[config.mk]
export PLATFORM = sky130hd
export DESIGN_NAME = berr_bridge_error_irq
export DESIGN_NICKNAME = d
export VERILOG_FILES = /design/src/design/berr_pkg.sv /design/src/design/berr_latch_if.sv /design/src/design/berr_bridge_error_irq.sv /design/src/design/berr_status_latch.sv
export SDC_FILE = /design/constraint.sdc
export NUM_CORES = 1
export LEC_CHECK = 0
export ABC_CLOCK_PERIOD_IN_PS = 4720
export BUFFER_PORTS_ARGS = -buffer_cell sky130_fd_sc_hd__buf_4
export CAP_MARGIN = 10
export CORE_MARGIN = 8
export CORE_UTILIZATION = 45
export DETAILED_ROUTE_END_ITERATION = 8
export GPL_TIMING_DRIVEN = 0
export PLACE_DENSITY = 0.8
export SLEW_MARGIN = 20
export SYNTH_ARGS = -nofsm -noshare
export SYNTH_HDL_FRONTEND = slang
export SYNTH_SLANG_ARGS = --single-unit
[constraint.sdc]
create_clock -name i_clock -period 4.72 [get_ports i_clock]
set_clock_uncertainty 0.05 [all_clocks]
set_input_delay 1.416 -clock i_clock [delete_from_list [all_inputs] [get_ports i_clock]]
set_output_delay 1.416 -clock i_clock [all_outputs]
set_load 0.01 [all_outputs]
[src/design/berr_pkg.sv]
// constants and helpers shared by the bridge error interrupt block
package berr_pkg;

    // ************************************************************
    // register port geometry
    // ************************************************************
    localparam int BERR_ADDR_W = 9;
    localparam int BERR_DATA_W = 32;

    // ************************************************************
    // register offsets and reset values
    // ************************************************************
    localparam logic [8:0] BERR_STATUS_OFFSET = 9'h020;
    localparam logic [8:0] BERR_ENABLE_OFFSET = 9'h028;
    localparam logic [31:0] BERR_STATUS_RESET = 32'h0000_0000;
    localparam logic [31:0] BERR_ENABLE_RESET = 32'h0000_0000;

    // ************************************************************
    // field positions, numbered msb-first (bit 0 is the data msb)
    // ************************************************************
    localparam int BERR_POS_PCI_WR_SERR = 19;
    localparam int BERR_POS_PCI_RD_SERR = 20;
    localparam int BERR_POS_RETRY_TIMEOUT = 22;
    localparam int BERR_POS_RETRY_DISCONNECT = 23;
    localparam int BERR_POS_RETRY_RETRY = 24;
    localparam int BERR_POS_MASTER_ABORT = 25;
    localparam int BERR_POS_WR_TARGET_ABORT = 26;
    localparam int BERR_POS_WR_PERR = 27;
    localparam int BERR_POS_WR_SERR = 28;
    localparam int BERR_POS_RD_TARGET_ABORT = 29;
    localparam int BERR_POS_RD_PERR = 30;
    localparam int BERR_POS_RD_SERR = 31;
    localparam int BERR_NUM_CONDITIONS = 12;

    // lanes that hold a condition; everything else reads zero
    localparam logic [31:0] BERR_ASSIGNED_MASK = 32'h0000_1BFF;

    // ************************************************************
    // helpers
    // ************************************************************
    // msb-first position to vector index
    function automatic int berr_lane(input int pos);
        return 31 - pos;
    endfunction : berr_lane

endpackage : berr_pkg

[src/design/berr_latch_if.sv]
// carrier between the register front end and the status latch
`timescale 1ns/1ps
interface berr_latch_if;
    logic [31:0] events;
    logic [31:0] clear_mask;
    logic [31:0] status;

    // latch side owns the status flops
    modport latch (input events, input clear_mask, output status);
    // front end supplies events and clears
    modport front (output events, output clear_mask, input status);
endinterface : berr_latch_if

[src/design/berr_bridge_error_irq.sv]
// bridge error interrupt status and enable registers, top level
`timescale 1ns/1ps
module berr_bridge_error_irq (
    // clock and reset
    input wire logic i_clock,
    input wire logic i_sys_rst,
    // register port
    input wire logic i_reg_sel,
    input wire logic i_reg_wr_en,
    input wire logic [berr_pkg::BERR_ADDR_W-1:0] i_reg_addr,
    input wire logic [berr_pkg::BERR_DATA_W-1:0] i_reg_wdata,
    output logic [berr_pkg::BERR_DATA_W-1:0] o_reg_rdata,
    output logic o_reg_ack,
    // error conditions from the bridge datapath, one-cycle or level
    input wire logic i_pci_init_wr_serr,
    input wire logic i_pci_init_rd_serr,
    input wire logic i_retry_fail_timeout,
    input wire logic i_retry_fail_disconnect,
    input wire logic i_retry_fail_retry,
    input wire logic i_master_abort,
    input wire logic i_wr_target_abort,
    input wire logic i_wr_perr,
    input wire logic i_wr_serr,
    input wire logic i_rd_target_abort,
    input wire logic i_rd_perr,
    input wire logic i_rd_serr,
    // global gate and interrupt
    input wire logic i_global_irq_gate,
    output logic o_irq
);
    import berr_pkg::*;

    // ************************************************************
    // declarations
    // ************************************************************
    logic [31:0] raw_events;
    logic [31:0] enable;
    logic [31:0] next_enable;
    logic [31:0] rdata;
    logic [31:0] next_rdata;
    logic ack;
    logic next_ack;
    logic irq;
    logic next_irq;
    logic hit_status;
    logic hit_enable;
    logic wr_status;
    logic wr_enable;
    logic rd_access;

    berr_latch_if lif ();

    // ************************************************************
    // status latch
    // ************************************************************
    berr_status_latch u_latch (
        .i_clock(i_clock),
        .i_sys_rst(i_sys_rst),
        .lif(lif.latch)
    );

    // ************************************************************
    // condition mapping onto msb-first lanes
    // ************************************************************
    // each lane sits at 31 minus its documented position
    always_comb begin
        raw_events = 32'h0000_0000;
        raw_events[berr_lane(BERR_POS_PCI_WR_SERR)] = i_pci_init_wr_serr;
        raw_events[berr_lane(BERR_POS_PCI_RD_SERR)] = i_pci_init_rd_serr;
        raw_events[berr_lane(BERR_POS_RETRY_TIMEOUT)] = i_retry_fail_timeout;
        raw_events[berr_lane(BERR_POS_RETRY_DISCONNECT)] = i_retry_fail_disconnect;
        raw_events[berr_lane(BERR_POS_RETRY_RETRY)] = i_retry_fail_retry;
        raw_events[berr_lane(BERR_POS_MASTER_ABORT)] = i_master_abort;
        raw_events[berr_lane(BERR_POS_WR_TARGET_ABORT)] = i_wr_target_abort;
        raw_events[berr_lane(BERR_POS_WR_PERR)] = i_wr_perr;
        raw_events[berr_lane(BERR_POS_WR_SERR)] = i_wr_serr;
        raw_events[berr_lane(BERR_POS_RD_TARGET_ABORT)] = i_rd_target_abort;
        raw_events[berr_lane(BERR_POS_RD_PERR)] = i_rd_perr;
        raw_events[berr_lane(BERR_POS_RD_SERR)] = i_rd_serr;
    end

    // ************************************************************
    // register decode
    // ************************************************************
    // unmapped offsets are accepted and acked but store nothing
    assign hit_status = (i_reg_addr == BERR_STATUS_OFFSET);
    assign hit_enable = (i_reg_addr == BERR_ENABLE_OFFSET);
    assign wr_status = i_reg_sel & i_reg_wr_en & hit_status;
    assign wr_enable = i_reg_sel & i_reg_wr_en & hit_enable;
    assign rd_access = i_reg_sel & ~i_reg_wr_en;

    // write data only ever clears; masked so reserved lanes stay zero
    assign lif.events = raw_events;
    assign lif.clear_mask = wr_status ? (i_reg_wdata & BERR_ASSIGNED_MASK)
                                      : 32'h0000_0000;

    // ************************************************************
    // enable, read data, ack and interrupt: next values
    // ************************************************************
    always_comb begin
        next_enable = enable;
        if (wr_enable) begin
            next_enable = i_reg_wdata & BERR_ASSIGNED_MASK;
        end
        // read returns the value before any same-cycle update
        next_rdata = 32'h0000_0000;
        if (rd_access && hit_status) begin
            next_rdata = lif.status;
        end else if (rd_access && hit_enable) begin
            next_rdata = enable;
        end
        next_ack = i_reg_sel;
        // registered so the line is glitch free toward the controller
        next_irq = (|(lif.status & enable)) & i_global_irq_gate;
    end

    // ************************************************************
    // registers
    // ************************************************************
    always_ff @(posedge i_clock) begin
        if (i_sys_rst) begin
            enable <= BERR_ENABLE_RESET;
            rdata <= 32'h0000_0000;
            ack <= 1'b0;
            irq <= 1'b0;
        end else begin
            enable <= next_enable;
            rdata <= next_rdata;
            ack <= next_ack;
            irq <= next_irq;
        end
    end

    assign o_reg_rdata = rdata;
    assign o_reg_ack = ack;
    assign o_irq = irq;
endmodule : berr_bridge_error_irq

[src/design/berr_status_latch.sv]
// sticky status flags with write-one-to-clear and set priority
`timescale 1ns/1ps
module berr_status_latch
    import berr_pkg::*;
(
    // clock and reset
    input wire logic i_clock,
    input wire logic i_sys_rst,
    // events, clears and status
    berr_latch_if.latch lif
);
    import berr_pkg::*;

    logic [31:0] status;
    logic [31:0] next_status;

    // ************************************************************
    // next state: set beats clear in the same cycle
    // ************************************************************
    always_comb begin
        next_status = ((status & ~lif.clear_mask) | lif.events) & BERR_ASSIGNED_MASK;
    end

    // ************************************************************
    // registers
    // ************************************************************
    always_ff @(posedge i_clock) begin
        if (i_sys_rst) begin
            status <= BERR_STATUS_RESET;
        end else begin
            status <= next_status;
        end
    end

    assign lif.status = status;
endmodule : berr_status_latch

==> impl_metrics.toml <==
[min_path]
min_from = "enable[2]"
min_path_type = "flop to flop"
hold_end = "enable[2]"
holdPathStages = 2

[power]
p_switching_mw = 0.160
power.share.sequential_pct = 44.1
pwr-share-comb_pct = 11.0
peakVddDrop_uv = 139
p_leak_nw = 1.08
intPower_mw = 0.598
p_clk_share_pct = 44.9
power_density_mw_per_mm2 = 318
sw_frac_of_total_pct = 21.2

[synth]
ys_types = 25
syn_inst = 187
synthTopCellsByArea = "dfxtp_1 44%, buf_4 8.6%, mux2i_1 6.9%"
ys_seq_elements = 38
synth_area_sq_mm = 0.00174
syn_area_per_cell_sq_um = 9.30
ys_warn_count = 0
ys_seq_area_share_pct = 43.7
yosysTopAreaCell = "dfxtp_1"
yosys.area.top_type_share_pct = 43.7

[floorplan]
die_area_sq_mm = 0.00611
die_x_microns = 78.2
start_util_pct = 47.2
core_sq_mm = 0.00369
die_y_microns = 78.2
io_pins = 92
rows = 22

[worst_setup_path]
cp_data_arrival_time_ns = 2.75
crit_slowest_cell = "clkbuf_1"
crit_path_end_kind = "flop"
r2r_end = "o_irq"
r2r_start = "u_latch.lif.status[7]"
crit_chain = "buf_4 -> nor4b_2 -> clkbuf_1 -> nand4_1 -> a21oi_1"
reg2reg_slack_ns = 3.51
slowest_delay_ns = 0.45
r2r_cells = 3
cp_max_fo = 10
worstSetupPathType = "input pin to flop"
worstPathRequired_ns = 4.90
cp-start-kind = "input pin"

[clocking]
cts_resized = 0
cts_tree = "yes"
clk_latency_ns = 0.30
cts-root-buf = "clkbuf_8"
hold_buffers = 0
cts_sinks = 38
clk_path_buf_depth = 2
cts.clk_slew.worst_paths_ns = 0.07
cts_max_level = 2
postCtsSetupBuffers = 0
cts_made_buffers = 5

[detailed_routing]
num_vias = 1594
drt-initial-drc-count = 88
wl_per_cell_microns = 14.7
drc_errors = 0
wirelength_microns = 4570
dr.pass1.iters = 4
post_drt_via_cell_ratio = 5.13
postRouteAntennaNets = 0

[global_route]
grt.total_usage_pct = 15.0
grt_pass1_vias = 1623
antenna_found_initial = 0
grt_pass1_wl_microns = 7420
grt_max_degree = 13
gr-total-overflow = 0

[place]
placed_cells = 303
numPortBuffers = 49
globalplace.congestion = 0.808
hpwl_microns = 3450

[cells_and_area]
areaGrowthSynthToFinish_pct = 36.9
num_antenna_cells = 0
fill_cells = 319
fin_cells = 311
drive_gt1_share_pct = 31.6
final_cell_mix = "69 x buf_4, 38 x dfxtp_1, 25 x nor2_1"
final_common_cell = "buf_4"
final_nets = 320

[timing]
drv_slew = 0
tightest_slew_ns = 0.767
finalSetupViolations = 0
timing.setup.tns_ns = 0
rsz0062_at_grt = "false"
hold_viol = 0
min_period_ns = 2.57
max_slew_margin_pct = 48.9
fmax_mhz = 389
period_share_pct = 54.5

[status]
status = "complete, no violations"

[flow_run]
drv_cap = 0
## how the worst max path moves through the flow
stage	from	end	slack (ns)	cells past startpoint
after floorplan	i_reg_addr[3]	u_latch.lif.status[11]	2.09	5
after global placement	i_reg_addr[4]	u_latch.lif.status[9]	1.89	5
after detailed placement	i_reg_addr[4]	u_latch.lif.status[9]	1.87	5
after CTS	i_reg_addr[4]	u_latch.lif.status[9]	2.17	5
after global routing	i_reg_addr[4]	enable[7]	2.04	5
final	i_reg_addr[4]	enable[8]	2.15	5
## cell families after synthesis
kind of cell / after synthesis / share of synthesized area, %
compound gates: 43 / 18.1
flops: 38 / 43.7
simple gates: 48 / 15.8
buf+inv: 45 / 15.3
mux: 12 / 6.91
other cells: 1 / 0.216
## sequential cells by signal (all words and copies together), names as in the netlist
name / flops
o_reg_rdata: 12
u_latch.lif.status: 12
o_reg_ack: 1
enable: 12
o_irq: 1
## cells in the mapped netlist
master    instances
a21oi_1          12
a221oi_1          3
a22o_1            3
a311oi_1         12
a31oi_1           1
and4b_1           1
buf_4            20
buf_6             3
clkbuf_1         10
conb_1            1
dfxtp_1          38
inv_1            12
mux2i_1          12
nand2b_1          1
nand4_1          13
nand4b_1          1
nor2_1           25
nor2b_1           1
nor3_1            1
nor3_4            1
nor4b_2           1
o31ai_1          12
or3_1             1
or4b_4            1
or4bb_1           1
## metrics by stage
step	hold WS (ns)	utilization, %	setup WS [ns]	power (mW)	cell area [sq um]
after detailed placement	0.428	60.7	1.87	0.423	2240
after global placement	0.418	60.7	1.89	0.422	2240
after floorplan	0.406	-	2.09	0.388	1810
after global routing	0.457	64.6	2.04	0.783	2380
final	0.434	64.6	2.15	0.758	2380
after CTS	0.438	64.6	2.17	0.762	2380
## worst max-delay path, delay by kind of cell
kind | cells | cell delay (ns)
AO/OA/AOI/OAI | 1 | 0.17
buffers and inverters | 2 | 0.57
AND/OR/NAND/NOR | 2 | 0.59
## power groups by stage
| stage | Sequential [mW] | Combinational (mW) | Clock (mW) |
|---|---|---|---|
| 6_report | 0.334 | 0.0835 | 0.340 |
| 5_1_grt | 0.335 | 0.0911 | 0.357 |
| 4_1_cts | 0.334 | 0.0823 | 0.346 |
| 3_5_place_dp | 0.342 | 0.0819 | 0 |
| 3_3_place_gp | 0.341 | 0.0809 | 0 |
| 2_1_floorplan | 0.340 | 0.0475 | 0 |
## cell type report
| type | instances | area [sq um] | area share (%) |
|---|---|---|---|
| multi-input combinational | 123 | 783 | 32.9 |
| inverter | 12 | 45.0 | 1.89 |
| clock buffer | 6 | 82.6 | 3.47 |
| timing repair buffer | 49 | 368 | 15.4 |
| sequential | 38 | 761 | 31.9 |
| clock inverter | 2 | 60.1 | 2.52 |
| buffer | 33 | 221 | 9.30 |
| tap | 48 | 60.1 | 2.52 |
## metal layers
metal  global-route usage, %  vias to the layer above  routed length, microns
met5                       0                        -                       0
met4                    7.04                        0                      87
met3                    6.15                        9                     318
met2                    25.0                       62                    2190
met1                    16.1                      732                    1970
li1                        -                      791                       -
No activity file was read; power rests on OpenSTA's default activity.
